==> src/hdl/action_cmd_params.svh <==
// Behaviour
// - Device sets completion flag when block finishes
// - No-error flag set on success; clear means error
// - No-operation completes with both flags set
// - Opcode 001b decodes as station address setup
// - Before setup, station address reads all ones
// - Insert station address unless insertion disabled
// - Station address is receive match reference
// - Six address bytes, first byte lowest at 08h
// - 48-bit station address register resets to ones
// - Address setup streams six bytes through DMA
// - Complete setup only after register update finishes
// - Opcode 010b decodes as configure
// - Configure carries eight to twenty-two bytes
// - First eight bytes kept, rest forwarded
// - Unsupplied parameters keep their previous values
// - No traffic until interface bit written one
// - End-of-list: go idle, always raise not-active
// - Pause flag: suspend, not-active only if enabled
// - Notify flag requests command-done interrupt
// - Next block address is base plus link
// - Fetch four doublewords before decoding command
`ifndef ACTION_CMD_PARAMS_SVH
`define ACTION_CMD_PARAMS_SVH
// Command word fields (upper half of first word)
`define CMDW_LAST_BIT 15
`define CMDW_SUSP_BIT 14
`define CMDW_NOTIFY_BIT 13
`define CMDW_OP_LSB 0
`define CMD_OP_NOP 3'h0
`define CMD_OP_SA 3'h1
`define CMD_OP_CFG 3'h2
// Status word fields
`define STAT_DONE_BIT 15
`define STAT_OK_BIT 13
// Block layout and transfer sizes
`define BLK_PARAM_OFF 32'h0000_0008
`define FETCH_WORDS 2'h3
`define SA_BYTES 5'h06
`define CFG_MIN_BYTES 5'h08
`define CFG_MAX_BYTES 5'h16
`define OWN_CFG_BYTES 5'h08
// Snooped configuration bits
`define CFG_PHY_BYTE 5'h08
`define CFG_PHY_BIT 0
`define CFG_NSAI_BYTE 5'h0a
`define CFG_NSAI_BIT 3
`define CFG_NA_IRQ_BIT 51
`define CFG_NSAI_RST 1'b0
// Reset values
`define SA_RST 48'hffff_ffff_ffff
`define OWN_CFG_RST 64'h0000_0000_0000_0000
// Register word indices (Avalon address bits 5:2)
`define REG_CTRL 4'h0
`define REG_BASE 4'h1
`define REG_LIST_OFF 4'h2
`define REG_STATUS 4'h3
`define REG_SA_LO 4'h4
`define REG_SA_HI 4'h5
`define CTRL_START_BIT 0
`define CTRL_RESUME_BIT 1
`endif

==> src/hdl/action_cmd_pkg.sv <==
package action_cmd_pkg;
   // Command unit run states
   typedef enum logic [1:0] {
      RUN_IDLE,
      RUN_SUSPENDED,
      RUN_ACTIVE
   } run_state_t;
   // Engine sequencer states
   typedef enum logic [2:0] {
      ST_IDLE,
      ST_FETCH,
      ST_DECODE,
      ST_XRD,
      ST_XTX,
      ST_WRST,
      ST_SUSP
   } eng_state_t;
endpackage

==> src/hdl/action_cmd_unit.sv <==
// Local design decisions: the address map and register access over Avalon-MM.
`timescale 1ns/1ps
`default_nettype none
`include "action_cmd_params.svh"
module action_cmd_unit (
   input wire logic i_core_clk,
   input wire logic i_srst,
   // Avalon-MM register slave
   input wire logic [5:0] i_avs_address,
   input wire logic i_avs_read,
   input wire logic i_avs_write,
   input wire logic [31:0] i_avs_writedata,
   output logic [31:0] o_avs_readdata,
   output logic o_avs_waitrequest,
   // Memory master for command blocks
   output logic o_mem_rd,
   output logic o_mem_wr,
   output logic [31:0] o_mem_addr,
   output logic [31:0] o_mem_wdata,
   input wire logic i_mem_ack,
   input wire logic [31:0] i_mem_rdata,
   // Transmit byte stream to CSMA/CD unit
   output logic o_tx_valid,
   output logic [7:0] o_tx_data,
   output logic o_tx_is_addr,
   output logic o_tx_last,
   input wire logic i_tx_ready,
   // State toward MAC and system control
   output logic [47:0] o_station_addr,
   output logic o_src_insert_en,
   output logic o_link_enable,
   output action_cmd_pkg::run_state_t o_run_state,
   output logic o_cmd_done_irq,
   output logic o_not_active_irq,
   output logic o_went_idle_irq
);
   import action_cmd_pkg::*;

   ////////////////////////////////////////////////////////////////////
   // Helpers
   ////////////////////////////////////////////////////////////////////

   // Pick one byte lane of a word
   function automatic logic [7:0] byte_sel(input logic [31:0] w,
                                           input logic [1:0] i);
      byte_sel = w[{i, 3'h0} +: 8];
   endfunction

   ////////////////////////////////////////////////////////////////////
   // Register slave state
   ////////////////////////////////////////////////////////////////////

   logic wait_reg, wait_next; // Waitrequest
   logic [31:0] rdata_reg, rdata_next; // Read data
   logic [31:0] base_reg, base_next; // Command unit base
   logic [31:0] off_reg, off_next; // First block offset
   logic start_reg, start_next; // Start pulse
   logic resume_reg, resume_next; // Resume pulse

   ////////////////////////////////////////////////////////////////////
   // Engine state
   ////////////////////////////////////////////////////////////////////

   eng_state_t st_reg, st_next; // Sequencer
   run_state_t run_reg, run_next; // Run state
   logic [31:0] blk_reg, blk_next; // Current block address
   logic [1:0] wcnt_reg, wcnt_next; // Header word count
   logic [15:0] cmdw_reg, cmdw_next; // Command word
   logic [31:0] link_reg, link_next; // Link field
   logic [63:0] par_reg, par_next; // Words at 08h and 0Ch
   logic [63:0] cucfg_reg, cucfg_next; // Command unit bytes
   logic [4:0] idx_reg, idx_next; // Stream byte index
   logic [4:0] end_reg, end_next; // Stream byte count
   logic [31:0] dbuf_reg, dbuf_next; // Fetched stream word
   logic is_sa_reg, is_sa_next; // Stream is address
   logic ok_reg, ok_next; // No-error result
   logic [47:0] sa_reg, sa_next; // Station address
   logic [47:0] shad_reg, shad_next; // Address being built
   logic ins_reg, ins_next; // Source insertion enabled
   logic phyw_reg, phyw_next; // Interface bit written
   logic phy_reg, phy_next; // Interface bit value
   logic mrd_reg, mrd_next; // Memory read request
   logic mwr_reg, mwr_next; // Memory write request
   logic [31:0] maddr_reg, maddr_next; // Memory address
   logic [31:0] mwd_reg, mwd_next; // Memory write data
   logic txv_reg, txv_next; // Stream valid
   logic [7:0] txd_reg, txd_next; // Stream data
   logic txl_reg, txl_next; // Stream last
   logic dn_reg, dn_next; // Done interrupt pulse
   logic na_reg, na_next; // Not-active pulse
   logic wi_reg, wi_next; // Went-idle pulse
   logic [4:0] bc; // Configure byte count
   logic [31:0] sa_word; // Status write image
   logic last_byte; // Final stream byte

   ////////////////////////////////////////////////////////////////////
   // Register slave
   ////////////////////////////////////////////////////////////////////

   // Decode, one wait cycle then answer
   always_comb begin
      wait_next = 1'b1;
      rdata_next = rdata_reg;
      base_next = base_reg;
      off_next = off_reg;
      start_next = 1'b0;
      resume_next = 1'b0;
      if ((i_avs_read || i_avs_write) && wait_reg) begin
         // Answer at the next edge
         wait_next = 1'b0;
         rdata_next = 32'h0000_0000;
         if (i_avs_write) begin
            unique case (i_avs_address[5:2])
               `REG_CTRL: begin
                  start_next = i_avs_writedata[`CTRL_START_BIT];
                  resume_next = i_avs_writedata[`CTRL_RESUME_BIT];
               end
               `REG_BASE: base_next = i_avs_writedata;
               `REG_LIST_OFF: off_next = i_avs_writedata;
               default: ; // Unmapped or read-only: ignored
            endcase
         end else begin
            unique case (i_avs_address[5:2])
               `REG_BASE: rdata_next = base_reg;
               `REG_LIST_OFF: rdata_next = off_reg;
               `REG_STATUS: rdata_next = {27'h0, phyw_reg,
                  o_link_enable, o_src_insert_en, run_reg};
               `REG_SA_LO: rdata_next = sa_reg[31:0];
               `REG_SA_HI: rdata_next = {16'h0, sa_reg[47:32]};
               default: rdata_next = 32'h0000_0000;
            endcase
         end
      end
   end

   // Slave registers
   always_ff @(posedge i_core_clk) begin
      if (i_srst) begin
         wait_reg <= 1'b1;
         rdata_reg <= 32'h0000_0000;
         base_reg <= 32'h0000_0000;
         off_reg <= 32'h0000_0000;
         start_reg <= 1'b0;
         resume_reg <= 1'b0;
      end else begin
         wait_reg <= wait_next;
         rdata_reg <= rdata_next;
         base_reg <= base_next;
         off_reg <= off_next;
         start_reg <= start_next;
         resume_reg <= resume_next;
      end
   end

   ////////////////////////////////////////////////////////////////////
   // Command engine
   ////////////////////////////////////////////////////////////////////

   // Byte count is six bits of config byte 0; 32 and up clamp to out of range
   assign bc = par_reg[5] ? 5'h1f : par_reg[4:0];
   // Status image: command word kept, completion set
   assign sa_word = {cmdw_reg, 1'b1, 1'b0, ok_reg, 13'h0000};
   assign last_byte = (idx_reg + 5'h01) == end_reg;

   // Sequencer next state
   always_comb begin
      st_next = st_reg;
      run_next = run_reg;
      blk_next = blk_reg;
      wcnt_next = wcnt_reg;
      cmdw_next = cmdw_reg;
      link_next = link_reg;
      par_next = par_reg;
      cucfg_next = cucfg_reg;
      idx_next = idx_reg;
      end_next = end_reg;
      dbuf_next = dbuf_reg;
      is_sa_next = is_sa_reg;
      ok_next = ok_reg;
      sa_next = sa_reg;
      shad_next = shad_reg;
      ins_next = ins_reg;
      phyw_next = phyw_reg;
      phy_next = phy_reg;
      mrd_next = mrd_reg;
      mwr_next = mwr_reg;
      maddr_next = maddr_reg;
      mwd_next = mwd_reg;
      txv_next = txv_reg;
      txd_next = txd_reg;
      txl_next = txl_reg;
      dn_next = 1'b0;
      na_next = 1'b0;
      wi_next = 1'b0;
      unique case (st_reg)
         ST_IDLE: begin
            // New list from base plus offset
            if (start_reg) begin
               blk_next = base_reg + off_reg;
               maddr_next = base_reg + off_reg;
               mrd_next = 1'b1;
               wcnt_next = 2'h0;
               run_next = RUN_ACTIVE;
               st_next = ST_FETCH;
            end
         end
         ST_SUSP: begin
            // Resume at the saved link, new start at offset
            if (start_reg || resume_reg) begin
               blk_next = base_reg + (start_reg ? off_reg : link_reg);
               maddr_next = base_reg + (start_reg ? off_reg : link_reg);
               mrd_next = 1'b1;
               wcnt_next = 2'h0;
               run_next = RUN_ACTIVE;
               st_next = ST_FETCH;
            end
         end
         ST_FETCH: begin
            // Four consecutive header words, then decode
            if (mrd_reg && i_mem_ack) begin
               unique case (wcnt_reg)
                  2'h0: cmdw_next = i_mem_rdata[31:16];
                  2'h1: link_next = i_mem_rdata;
                  2'h2: par_next[31:0] = i_mem_rdata;
                  2'h3: par_next[63:32] = i_mem_rdata;
               endcase
               wcnt_next = wcnt_reg + 2'h1;
               maddr_next = maddr_reg + 32'h0000_0004;
               if (wcnt_reg == `FETCH_WORDS) begin
                  mrd_next = 1'b0;
                  st_next = ST_DECODE;
               end
            end
         end
         ST_DECODE: begin
            ok_next = 1'b1;
            idx_next = 5'h00;
            st_next = ST_WRST;
            unique case (cmdw_reg[`CMDW_OP_LSB +: 3])
               `CMD_OP_NOP: ok_next = 1'b1;
               `CMD_OP_SA: begin
                  // Stream six address bytes from offset 08h
                  is_sa_next = 1'b1;
                  end_next = `SA_BYTES;
                  st_next = ST_XRD;
               end
               `CMD_OP_CFG: begin
                  if (bc < `CFG_MIN_BYTES || bc > `CFG_MAX_BYTES) begin
                     // Out-of-range count completes with error
                     ok_next = 1'b0;
                  end else begin
                     cucfg_next = par_reg;
                     if (bc != `OWN_CFG_BYTES) begin
                        is_sa_next = 1'b0;
                        idx_next = `OWN_CFG_BYTES;
                        end_next = bc;
                        st_next = ST_XRD;
                     end
                  end
               end
               default: ok_next = 1'b0; // Opcodes not handled here
            endcase
            if (st_next == ST_WRST) begin
               mwr_next = 1'b1;
               maddr_next = blk_reg;
               mwd_next = {cmdw_reg, 1'b1, 1'b0, ok_next, 13'h0000};
            end else begin
               mrd_next = 1'b1;
               maddr_next = blk_reg + `BLK_PARAM_OFF +
                            {27'h0, idx_next[4:2], 2'h0};
            end
         end
         ST_XRD: begin
            // Take one packed word, offer its first byte
            if (mrd_reg && i_mem_ack) begin
               mrd_next = 1'b0;
               dbuf_next = i_mem_rdata;
               txv_next = 1'b1;
               txd_next = byte_sel(i_mem_rdata, idx_reg[1:0]);
               txl_next = last_byte;
               st_next = ST_XTX;
            end
         end
         ST_XTX: begin
            if (txv_reg && i_tx_ready) begin
               if (is_sa_reg) begin
                  // Byte n lands in lane n, first byte lowest
                  shad_next[{idx_reg[2:0], 3'h0} +: 8] = txd_reg;
               end else begin
                  // Snoop bits the command unit acts on
                  if (idx_reg == `CFG_PHY_BYTE) begin
                     phyw_next = 1'b1;
                     phy_next = txd_reg[`CFG_PHY_BIT];
                  end
                  if (idx_reg == `CFG_NSAI_BYTE) begin
                     // Kept inverted so the output needs no gate
                     ins_next = ~txd_reg[`CFG_NSAI_BIT];
                  end
               end
               idx_next = idx_reg + 5'h01;
               if (last_byte) begin
                  txv_next = 1'b0;
                  txl_next = 1'b0;
                  if (is_sa_reg) begin
                     // Commit only once all six bytes landed
                     sa_next = shad_next;
                  end
                  mwr_next = 1'b1;
                  maddr_next = blk_reg;
                  mwd_next = sa_word;
                  st_next = ST_WRST;
               end else if (idx_reg[1:0] == 2'h3) begin
                  // Word used up, fetch the next one
                  txv_next = 1'b0;
                  mrd_next = 1'b1;
                  maddr_next = blk_reg + `BLK_PARAM_OFF +
                               {27'h0, idx_next[4:2], 2'h0};
                  st_next = ST_XRD;
               end else begin
                  txd_next = byte_sel(dbuf_reg, idx_next[1:0]);
                  txl_next = (idx_next + 5'h01) == end_reg;
               end
            end
         end
         ST_WRST: begin
            // Status written, then follow the list flags
            if (mwr_reg && i_mem_ack) begin
               mwr_next = 1'b0;
               dn_next = cmdw_reg[`CMDW_NOTIFY_BIT];
               if (cmdw_reg[`CMDW_LAST_BIT]) begin
                  run_next = RUN_IDLE;
                  na_next = 1'b1;
                  wi_next = 1'b1;
                  st_next = ST_IDLE;
               end else if (cmdw_reg[`CMDW_SUSP_BIT]) begin
                  run_next = RUN_SUSPENDED;
                  na_next = cucfg_reg[`CFG_NA_IRQ_BIT];
                  st_next = ST_SUSP;
               end else begin
                  blk_next = base_reg + link_reg;
                  maddr_next = base_reg + link_reg;
                  mrd_next = 1'b1;
                  wcnt_next = 2'h0;
                  st_next = ST_FETCH;
               end
            end
         end
         default: st_next = ST_IDLE;
      endcase
   end

   // Engine registers
   always_ff @(posedge i_core_clk) begin
      if (i_srst) begin
         st_reg <= ST_IDLE;
         run_reg <= RUN_IDLE;
         blk_reg <= 32'h0000_0000;
         wcnt_reg <= 2'h0;
         cmdw_reg <= 16'h0000;
         link_reg <= 32'h0000_0000;
         par_reg <= 64'h0000_0000_0000_0000;
         cucfg_reg <= `OWN_CFG_RST;
         idx_reg <= 5'h00;
         end_reg <= 5'h00;
         dbuf_reg <= 32'h0000_0000;
         is_sa_reg <= 1'b0;
         ok_reg <= 1'b0;
         sa_reg <= `SA_RST;
         shad_reg <= `SA_RST;
         ins_reg <= ~`CFG_NSAI_RST;
         phyw_reg <= 1'b0;
         phy_reg <= 1'b0;
         mrd_reg <= 1'b0;
         mwr_reg <= 1'b0;
         maddr_reg <= 32'h0000_0000;
         mwd_reg <= 32'h0000_0000;
         txv_reg <= 1'b0;
         txd_reg <= 8'h00;
         txl_reg <= 1'b0;
         dn_reg <= 1'b0;
         na_reg <= 1'b0;
         wi_reg <= 1'b0;
      end else begin
         st_reg <= st_next;
         run_reg <= run_next;
         blk_reg <= blk_next;
         wcnt_reg <= wcnt_next;
         cmdw_reg <= cmdw_next;
         link_reg <= link_next;
         par_reg <= par_next;
         cucfg_reg <= cucfg_next;
         idx_reg <= idx_next;
         end_reg <= end_next;
         dbuf_reg <= dbuf_next;
         is_sa_reg <= is_sa_next;
         ok_reg <= ok_next;
         sa_reg <= sa_next;
         shad_reg <= shad_next;
         ins_reg <= ins_next;
         phyw_reg <= phyw_next;
         phy_reg <= phy_next;
         mrd_reg <= mrd_next;
         mwr_reg <= mwr_next;
         maddr_reg <= maddr_next;
         mwd_reg <= mwd_next;
         txv_reg <= txv_next;
         txd_reg <= txd_next;
         txl_reg <= txl_next;
         dn_reg <= dn_next;
         na_reg <= na_next;
         wi_reg <= wi_next;
      end
   end

   ////////////////////////////////////////////////////////////////////
   // Outputs, all from flip-flops
   ////////////////////////////////////////////////////////////////////

   assign o_avs_readdata = rdata_reg;
   assign o_avs_waitrequest = wait_reg;
   assign o_mem_rd = mrd_reg;
   assign o_mem_wr = mwr_reg;
   assign o_mem_addr = maddr_reg;
   assign o_mem_wdata = mwd_reg;
   assign o_tx_valid = txv_reg;
   assign o_tx_data = txd_reg;
   assign o_tx_is_addr = is_sa_reg;
   assign o_tx_last = txl_reg;
   assign o_station_addr = sa_reg;
   assign o_src_insert_en = ins_reg;
   // Value bit only rises together with its written flag
   assign o_link_enable = phy_reg;
   assign o_run_state = run_reg;
   assign o_cmd_done_irq = dn_reg;
   assign o_not_active_irq = na_reg;
   assign o_went_idle_irq = wi_reg;
endmodule // action_cmd_unit
`default_nettype wire

==> config.mk <==
export PLATFORM = sky130hd
export DESIGN_NAME = action_cmd_unit
export DESIGN_NICKNAME = d
export VERILOG_FILES = /design/src/hdl/action_cmd_pkg.sv /design/src/hdl/action_cmd_unit.sv
export VERILOG_INCLUDE_DIRS = /design/src /design/src/hdl
export SDC_FILE = /design/constraint.sdc
export NUM_CORES = 1
export LEC_CHECK = 0
export BUFFER_PORTS_ARGS = -buffer_cell sky130_fd_sc_hd__clkbuf_2
export CAP_MARGIN = 20
export CORE_MARGIN = 2
export CORE_UTILIZATION = 55
export DETAILED_ROUTE_END_ITERATION = 6
export PLACE_DENSITY = 0.85
export SLEW_MARGIN = 20
export SYNTH_ARGS = -nofsm -noshare
export SYNTH_HDL_FRONTEND = slang
export SYNTH_SLANG_ARGS = --single-unit
==> constraint.sdc <==
create_clock -name i_core_clk -period 8.1 [get_ports i_core_clk]
set_input_delay 1.215 -clock i_core_clk [delete_from_list [all_inputs] [get_ports i_core_clk]]
set_output_delay 1.215 -clock i_core_clk [all_outputs]
set_load 0.02 [all_outputs]
=== After elaboration in Yosys (flattened, before gate mapping) ===
Cells that the tools add are included.

* Bits in registers: 512
* Input bits: 76
* Output and inout bits: 165
* Logic and storage cells: 252

* Add/subtract/negate cells: 11
* Order comparisons: 2
* Equal/unequal tests: 43
* Shifts and indexed selects: 4
* Mux-type cells: 102
* Bitwise logic cells: 8
* Reduce and logical (&&, ||, !) cells: 47

{| class="wikitable"
|+ Operator list
! operator !! number
|-
| two-way mux 32 bit || 15
|-
| one-hot mux 32 bit (6 select lines) || 1
|-
| one-hot mux 32 bit (5 select lines) || 1
|-
| adder 32 bit || 3
|-
| one-hot mux 32 bit (3 select lines) || 1
|-
| adder 32 x 5 -> 32 bit || 2
|-
| one-hot mux 32 bit (2 select lines) || 1
|-
| variable part select 32 x 6 -> 8 bit || 2
|-
| bitwise mux 48 bit || 1
|-
| two-way mux 48 bit || 1
|-
| variable shift 8 x 8 -> 48 bit, first input constant || 1
|-
| variable part select 8 x 8 -> 48 bit || 1
|-
| two-way mux 3 bit || 14
|-
| != test 2 bit, second input constant || 17
|-
| adder 32 x 3 -> 32 bit, second input constant || 1
|-
| adder 32 x 4 -> 32 bit, second input constant || 1
|-
| two-way mux 8 bit || 4
|-
| two-way mux 1 bit || 31
|-
| AND reduction 4 bit || 7
|-
| two-way mux 5 bit || 5
|-
| two-way mux 2 bit || 11
|-
| one-hot mux 3 bit (7 select lines) || 1
|-
| AND reduction 3 bit || 7
|-
| one-hot mux 5 bit (2 select lines) || 2
|-
| other kinds (46) || 86
|}

=== Depth between registers and ports, before layout ===
Gate-level depths: netlist of the first run.

* Depth in word-level cells: 9
* Gate-level depth with buffers: 15
* Gate-level depth less buffers: 14

=== Worst setup path before layout of the first run ===
OpenSTA, ideal clock, no wires.

* Path kind: reg2reg
* Start: reg start_reg
* End: reg maddr_reg[26] (netlist: o_mem_addr[26])
* Library setup time: 0.114 ns
* Arrival: 3.549 ns
* Data required time: 7.986 ns
* Path slack: 4.437 ns
* Cell stages (with the launch flop): 15
* Buffers on the path: 2
* Clock period less this slack: 3.663 ns
* Path through: dfxtp_1 > clkbuf_1 > clkbuf_1 > mux2_2 > ha_1 > a21o_1 > nand4_1 > a21boi_0 > a22oi_1 > o211ai_1 > nand4_1 > o21ai_0 > xor2_1 > a22oi_1 > a2111oi_0

* Word-level cells in the longest chain between the ends: 4
* Elaborated cells on any way between the ends: 8
* Those cells by class: add/sub: 1; eq/ne: 2; mux: 3; reduce/logical: 2

{| class="wikitable"
|+ RTL lines
! what !! line !! text
|-
| from (decl) || action_cmd_unit.sv:57 || <nowiki>logic start_reg, start_next;</nowiki>
|-
| from (signal assigned) || action_cmd_unit.sv:150 || <nowiki>start_reg <= start_next;</nowiki>
|-
| two-way mux 32 bit || action_cmd_unit.sv:211 || <nowiki>maddr_next = base_reg + (start_reg ? off_reg : link_reg);</nowiki>
|-
| adder 32 bit || action_cmd_unit.sv:211 ||
|-
| two-way mux 32 bit || action_cmd_unit.sv:209 || <nowiki>if (start_reg || resume_reg) begin</nowiki>
|-
| one-hot mux 32 bit (6 select lines) || action_cmd_unit.sv:195 || <nowiki>unique case (st_reg)</nowiki>
|-
| to (signal assigned) || action_cmd_unit.sv:404 || <nowiki>maddr_reg <= maddr_next;</nowiki>
|-
| to (decl) || action_cmd_unit.sv:84 || <nowiki>logic [31:0] maddr_reg, maddr_next;</nowiki>
|}

Parallel ways exist; a longest one is shown, timed or not. The select of a mux whose other input is x is not followed.
A chain may end at the register's enable or synchronous reset.

=== Worst setup path after layout of the first run ===
* Start: reg idx_reg[1]
* End: reg shad_reg[43]

* Word-level cells in the longest chain between the ends: 4
* Elaborated cells on any way between the ends: 5
* Those cells by class: add/sub: 1; shift: 2; mux: 2

{| class="wikitable"
|+ RTL lines
! what !! line !! text
|-
| from (decl) || action_cmd_unit.sv:72 || <nowiki>logic [4:0] idx_reg, idx_next;</nowiki>
|-
| from (signal assigned) || action_cmd_unit.sv:392 || <nowiki>idx_reg <= idx_next;</nowiki>
|-
| negation 6 -> 8 bit (*) || action_cmd_unit.sv:288 || <nowiki>shad_next[{idx_reg[2:0], 3'h0} +: 8] = txd_reg;</nowiki>
|-
| variable part select 8 x 8 -> 48 bit / variable shift 8 x 8 -> 48 bit (equally long branches) || action_cmd_unit.sv:288 ||
|-
| bitwise mux 48 bit (*) || action_cmd_unit.sv:288 ||
|-
| two-way mux 48 bit (*) || action_cmd_unit.sv:286 || <nowiki>if (is_sa_reg) begin</nowiki>
|-
| to (signal assigned) || action_cmd_unit.sv:369 || <nowiki>shad_reg <= `SA_RST;</nowiki>
|-
| to (signal assigned) || action_cmd_unit.sv:398 || <nowiki>shad_reg <= shad_next;</nowiki>
|-
| to (decl) || action_cmd_unit.sv:78 || <nowiki>logic [47:0] shad_reg, shad_next;</nowiki>
|}

Mark *: on every way between the ends. The rest lies on a longest branch, timed or not.

==> metrics.yaml, run 1 <==
grt_first_pass_wirelength_um: 129700
crit_chain: "inv_1 > ha_1 > nor3b_1 > and3b_1 > and2_0 > nor2b_1 > a211o_1"
die_area_mm2: 0.04795
maxCapViolCount: 0
placed_cell_area_mm2: 0.02670
vias: 25740
ios: 241
violations: "DRC"
dieWidth_um: 219.0
postCtsSetupBuffers: 0
postCtsHoldBufs: 0
cp.arrival_ps: 5160
wirelength_um: 85260
grt_max_degree: 179
cts_inserted_buffers: 41
dp_hpwl_um: 61540
slew_violations: 0
fin_crit_sh_pct: 58.01
cp_num_buf_inv: 1
drc: 8
fin_crit_ps: 4698
path_class: "flip-flop to flip-flop"
cp_slowest_cell: "nor3b_1"
worstPathRequired_ps: 8560
detail_route.wl_per_cell_um: 21.60
power_leakage_nw: 10.86
synth_edf_count: 0
drive_gt1_share_pct: 12.25
antenna_left: 0
max_freq_mhz: 212.8
cp_top_family: "simple AND/OR/NAND/NOR gates"
track_usage_pct: 34.20
timing.slew.headroom_pct: 25.02
hp-class: "flip-flop to flip-flop"
insertion_delay_ps: 590
num_rows: 78
status: "complete, but fails checks"
coreArea_mm2: 0.04548
antenna_found_initial: 1
cts_tree: "yes"
hold_ws_ps: 451.1
synth_cell_types: 98
drtIter0Drc: 3031
grt_pass1_vias: 23190
startpoint_type: "flip-flop"
nets: 3509
die_h_um: 219.0
clockRootBuffer: "clkbuf_16"
area_delta_synth_final_pct: 10.44
avgSynthCellArea_um2: 7.849
crit_path_max_fanout: 16
ir_drop_mv: 0.1633
vias_per_cell: 6.521
ys.flop_type: "dfxtp_1"
setup_viol: 0
numPortBuffers: 224
regArea_mm2: 0.008048
clkTransAtPathRegs_ps: 70
multi_input_area_mm2: 0.01635
numClockSinks: 402
fin_worst_skew_ps: 51.01
grt_overflow_total: 0
synth_area_mm2: 0.02542
fillers: 4059
clock_path_buffers: 3
power_density_mw_per_mm2: 217.3
tightestPinTransition_ps: 1122
gp_congestion: 0.9971
dr.pass1.iters: 7
slowest_delay_ps: 980
floorplan.initialDensity_pct: 55.88
end_kind: "flip-flop"
cts_resized: 0
cts_htree_levels: 2
yosys_warnings: 0
hold_viol: 0
ys_ff_latch: 402
synth_seq_area_share_pct: 31.66
synthArstFlopShare_pct: 0
rsz0062_at_grt: "false"
stdcell_area_mm2: 0.02807
netlist_instances: 3238
finalSetupTns_ps: 0
-- routing by layer --
metal  vias to the layer above  part of all wire [%]  global-route usage, %
li1                      11840                     -                      -
met1                     12130                    40                  47.55
met2                      1524                    43                  50.76
met3                       249                    12                  6.861
met4                         0                   5.0                  16.10
met5                         -                     0                      0
-- logic make-up (layout without fill, tap and decap cells) --
kind of cell / count (synthesis) / after routing / share of synthesized area [%]
other: 1 / 15 / 0.01475
muxes: 101 / 101 / 4.913
DFF: 402 / 402 / 31.66
and+or+nand+nor: 1205 / 1205 / 21.71
AOI/OAI and AO/OA: 945 / 945 / 24.82
adders and majority gates: 115 / 115 / 5.780
buffers and inverters: 278 / 373 / 4.431
xor gates and xnor gates: 191 / 191 / 6.671
-- worst register-to-register path, delay by kind of cell (launching register included) --
family,cells,cell delay [ps]
buf+inv,1,160
simple gates,4,2580
compound gates,1,290
fa+ha+maj,1,830
flops,1,720
-- Yosys cell counts (all sizes together), types with 18 or more instances --
cell type | n | area [um2]
nand2 | 568 | 2132
dfxtp | 402 | 8048
a21oi | 324 | 1622
nor2 | 237 | 899.6
clkbuf | 189 | 709.4
o21ai | 145 | 733.2
xnor2 | 120 | 1051
ha | 111 | 1389
a211o | 99 | 867.1
nand3 | 93 | 475.5
xor2 | 70 | 620.6
nor2b | 62 | 387.9
a21o | 57 | 427.9
nor3 | 56 | 280.3
mux2i | 55 | 550.5
buf | 45 | 251.5
a221oi | 43 | 382.9
inv | 43 | 161.4
a211oi | 37 | 282.8
mux2 | 30 | 337.8
nand4 | 29 | 181.4
a222oi | 27 | 270.3
a22oi | 27 | 202.7
and2 | 23 | 143.9
and3 | 23 | 143.9
nor4 | 23 | 195.2
nand2b | 22 | 137.6
a31oi | 19 | 118.9
o211ai | 18 | 135.1
-- cell usage in the layout, fill, tap and decap left out, types with 15 or more instances in the layout --
master / n
a21oi_1: 323
a221oi_1: 42
nor2b_1: 60
o21ai_0: 138
buf_4: 32
mux2_2: 30
xor2_1: 69
or3_1: 16
nor3_1: 52
clkbuf_2: 223
a211o_1: 99
xnor2_1: 120
clkbuf_16: 43
nand3_1: 90
nand4_1: 29
a222oi_1: 27
nand2_1: 568
ha_1: 111
o211ai_1: 18
dfxtp_1: 402
a211oi_1: 36
a21boi_0: 17
mux4_2: 16
nor4_1: 19
inv_1: 43
a22oi_1: 27
a31oi_1: 19
mux2i_1: 55
a311oi_1: 15
a21o_1: 57
and3_1: 23
nand2b_1: 22
and2_1: 20
nor2_1: 233
-- worst paths after layout --
check | startpoint | depth (start not counted) | slack, ps | end
worst max-delay path | idx_reg[1] | 7 | 3400 | shad_reg[43]
worst min-delay path | dbuf_reg[31] | 2 | 450 | dbuf_reg[31]
worst max register to register | idx_reg[1] | 7 | 3400 | shad_reg[43]
worst min register to register | dbuf_reg[31] | 2 | 450 | dbuf_reg[31]
-- power breakdown --
group	switching [mW]	total [mW]	internal (mW)
registers	0.304	2.43	2.12
logic	1.15	1.76	0.607
clock network	0.827	1.91	1.08
-- area by class of cell --
cell class,count,share of cell area (%)
sequential,402,28.67
clock inverter,8,0.3611
inverter,44,0.5884
antenna,1,0.008915
clock buffer,63,4.386
timing repair buffer,258,5.055
multi-input combinational,2571,58.26
tap,600,2.675
-- through the flow --
stage          util (%)  total power [mW]  setup WS (ps)  cells
2_1_floorplan         -             3.591           4437   3251
3_3_place_gp      58.72             4.121           3631   3874
3_5_place_dp      58.72             4.150           3547   3874
4_1_cts           61.65             6.031           3476   3945
5_1_grt           61.72             6.335           3095   3947
6_report          61.72             6.099           3402   3947
Power figures use the tool's default switching activity.
==> run 2, diff against run 1 <==
Settings changed: PLACE_DENSITY 0.85 to 0.88.
Clock period 8.1 ns to 4.2 ns, I/O delays scaled along.
==> metrics.yaml, run 2 (synthesized netlist as in run 1, its figures left out) <==
clkTransAtPathRegs_ps: 70
hp-class: "primary input to flip-flop"
wirelength_um: 86860
postCtsHoldBufs: 0
violations: "DRC"
rsz0062_at_grt: "false"
dp_slack_ps: 269.9
num_rows: 78
fin_crit_ps: 3850
slowest_delay_ps: 370
cp_top_family: "compound AO/OA/AOI/OAI gates"
numClockSinks: 402
cts_htree_levels: 2
hold_viol: 0
grt_max_degree: 132
drtIter0Drc: 3470
power_leakage_nw: 11.19
status: "complete, but fails checks"
r2r_slack_ps: 350
drc: 25
insertion_delay_ps: 590
hold_path_startpoint: "i_avs_writedata[6]"
max_freq_mhz: 259.7
finalSetupTns_ps: 0
hold_path_depth: 3
fillers: 3875
dp_cells: 3928
stdcell_count: 4003
antenna_cells: 0
timing.slew.headroom_pct: 30.17
hold_ws_ps: 278.1
dp_hpwl_um: 63960
vias_per_cell: 6.476
antenna_left: 0
most-common-layout-cells: "nand2_1 (568), dfxtp_1 (402), a21oi_1 (323), nor2_1 (234), clkbuf_2 (223)"
dr.pass1.iters: 7
ios: 241
die_h_um: 219.0
reg2reg_to: "o_mem_addr[26]"
die_area_mm2: 0.04795
grt_first_pass_wirelength_um: 131800
power_density_mw_per_mm2: 425.1
wl_met3_um: 9919
r2r_start: "start_reg"
end_kind: "flip-flop"
grt_overflow_total: 0
cts_tree: "yes"
numPortBuffers: 224
grt_pass1_vias: 23530
fin_crit_sh_pct: 91.67
top_layer_used: "met4"
path_class: "flip-flop to flip-flop"
wl_met1_um: 35720
startpoint_type: "flip-flop"
clockRootBuffer: "clkbuf_16"
power.total_mw: 12.15
vias: 25920
dieWidth_um: 219.0
nets: 3563
ir_drop_mv: 0.3194
ff2ff_path_depth: 13
crit_chain: "buf_4 > mux2_2 > ha_1 > a21o_1 > nand4_1 > a21boi_1 > a22oi_1 > o211ai_1 > nand4_1 > o21ai_0 > xor2_1 > a22oi_1 > a2111oi_0"
cts_resized: 0
gp_congestion: 1.017
floorplan.initialDensity_pct: 55.88
fin_worst_skew_ps: 30.16
tightestPinTransition_ps: 1047
wl_met2_um: 37100
cts_inserted_buffers: 42
fin_ws_ps: 350.0
cp_num_buf_inv: 1
antenna_found_initial: 0
maxCapViolCount: 0
cp_slowest_cell: "a21boi_1"
track_usage_pct: 34.94
final_common_cell: "nand2_1"
setup_viol: 0
cp.arrival_ps: 4320
worstPathRequired_ps: 4670
clock_path_buffers: 3
area_delta_synth_final_pct: 12.47
hold_end: "base_reg[6]"
slew_violations: 0
detail_route.wl_per_cell_um: 21.70
crit_path_max_fanout: 8
coreArea_mm2: 0.04548
postCtsSetupBuffers: 0
drive_gt1_share_pct: 13.84
[run 2: cell types whose count changed in the layout (fill, tap and decap cells not counted), sizes merged]
cell    previous run  this run
clkbuf           286       283
diode              1         0
clkinv             6        12
bufinv             1         4
buf               35        88
inv               45        43
[run 2: cell type report]
| cell class | count | area (um2) | area share (%) |
|---|---|---|---|
| timing repair buffer | 311 | 1800 | 6.299 |
| clock inverter | 15 | 237.7 | 0.8317 |
| clock buffer | 60 | 1239 | 4.334 |
| sequential | 402 | 8048 | 28.15 |
| tap | 600 | 750.7 | 2.626 |
| inverter | 44 | 165.2 | 0.5778 |
| multi-input combinational | 2571 | 16340 | 57.18 |
[run 2: worst max path at each step]
stage,cells past startpoint,end,from
detailed placement,12,o_mem_addr[26],start_reg
global route,14,o_mem_addr[29],start_reg
finish,13,o_mem_addr[26],start_reg
CTS,12,o_mem_addr[26],start_reg
floorplan,14,o_mem_addr[26],start_reg
global placement,12,o_mem_addr[26],start_reg
[run 2: stage by stage]
stage / util (%) / instance area (um2)
floorplan: - / 25460
global placement: 59.58 / 27100
detailed placement: 59.58 / 27100
CTS: 62.83 / 28570
global route: 62.85 / 28580
finish: 62.85 / 28580
[run 2: worst register-to-register path, cell delays in order, from the launching register on]
cell	delay, ps
dfxtp_1	340
buf_4	200
mux2_2	350
ha_1	350
a21o_1	160
nand4_1	120
a21boi_1	370
a22oi_1	210
o211ai_1	330
nand4_1	270
o21ai_0	280
xor2_1	220
a22oi_1	160
a2111oi_0	360
[run 2: power breakdown]
part / internal (mW) / switching, mW / total (mW)
combinational: 1.23 / 2.28 / 3.52
sequential: 4.10 / 0.565 / 4.66
clock: 2.32 / 1.65 / 3.97
total: 7.65 / 4.50 / 12.1
[run 2: routing by layer]
layer / vias to the layer above / global-route usage [%]
met2: 1639 / 52.00
met4: 0 / 15.99
met3: 228 / 6.486
met5: - / 0
met1: 12100 / 48.94
li1: 11960 / -
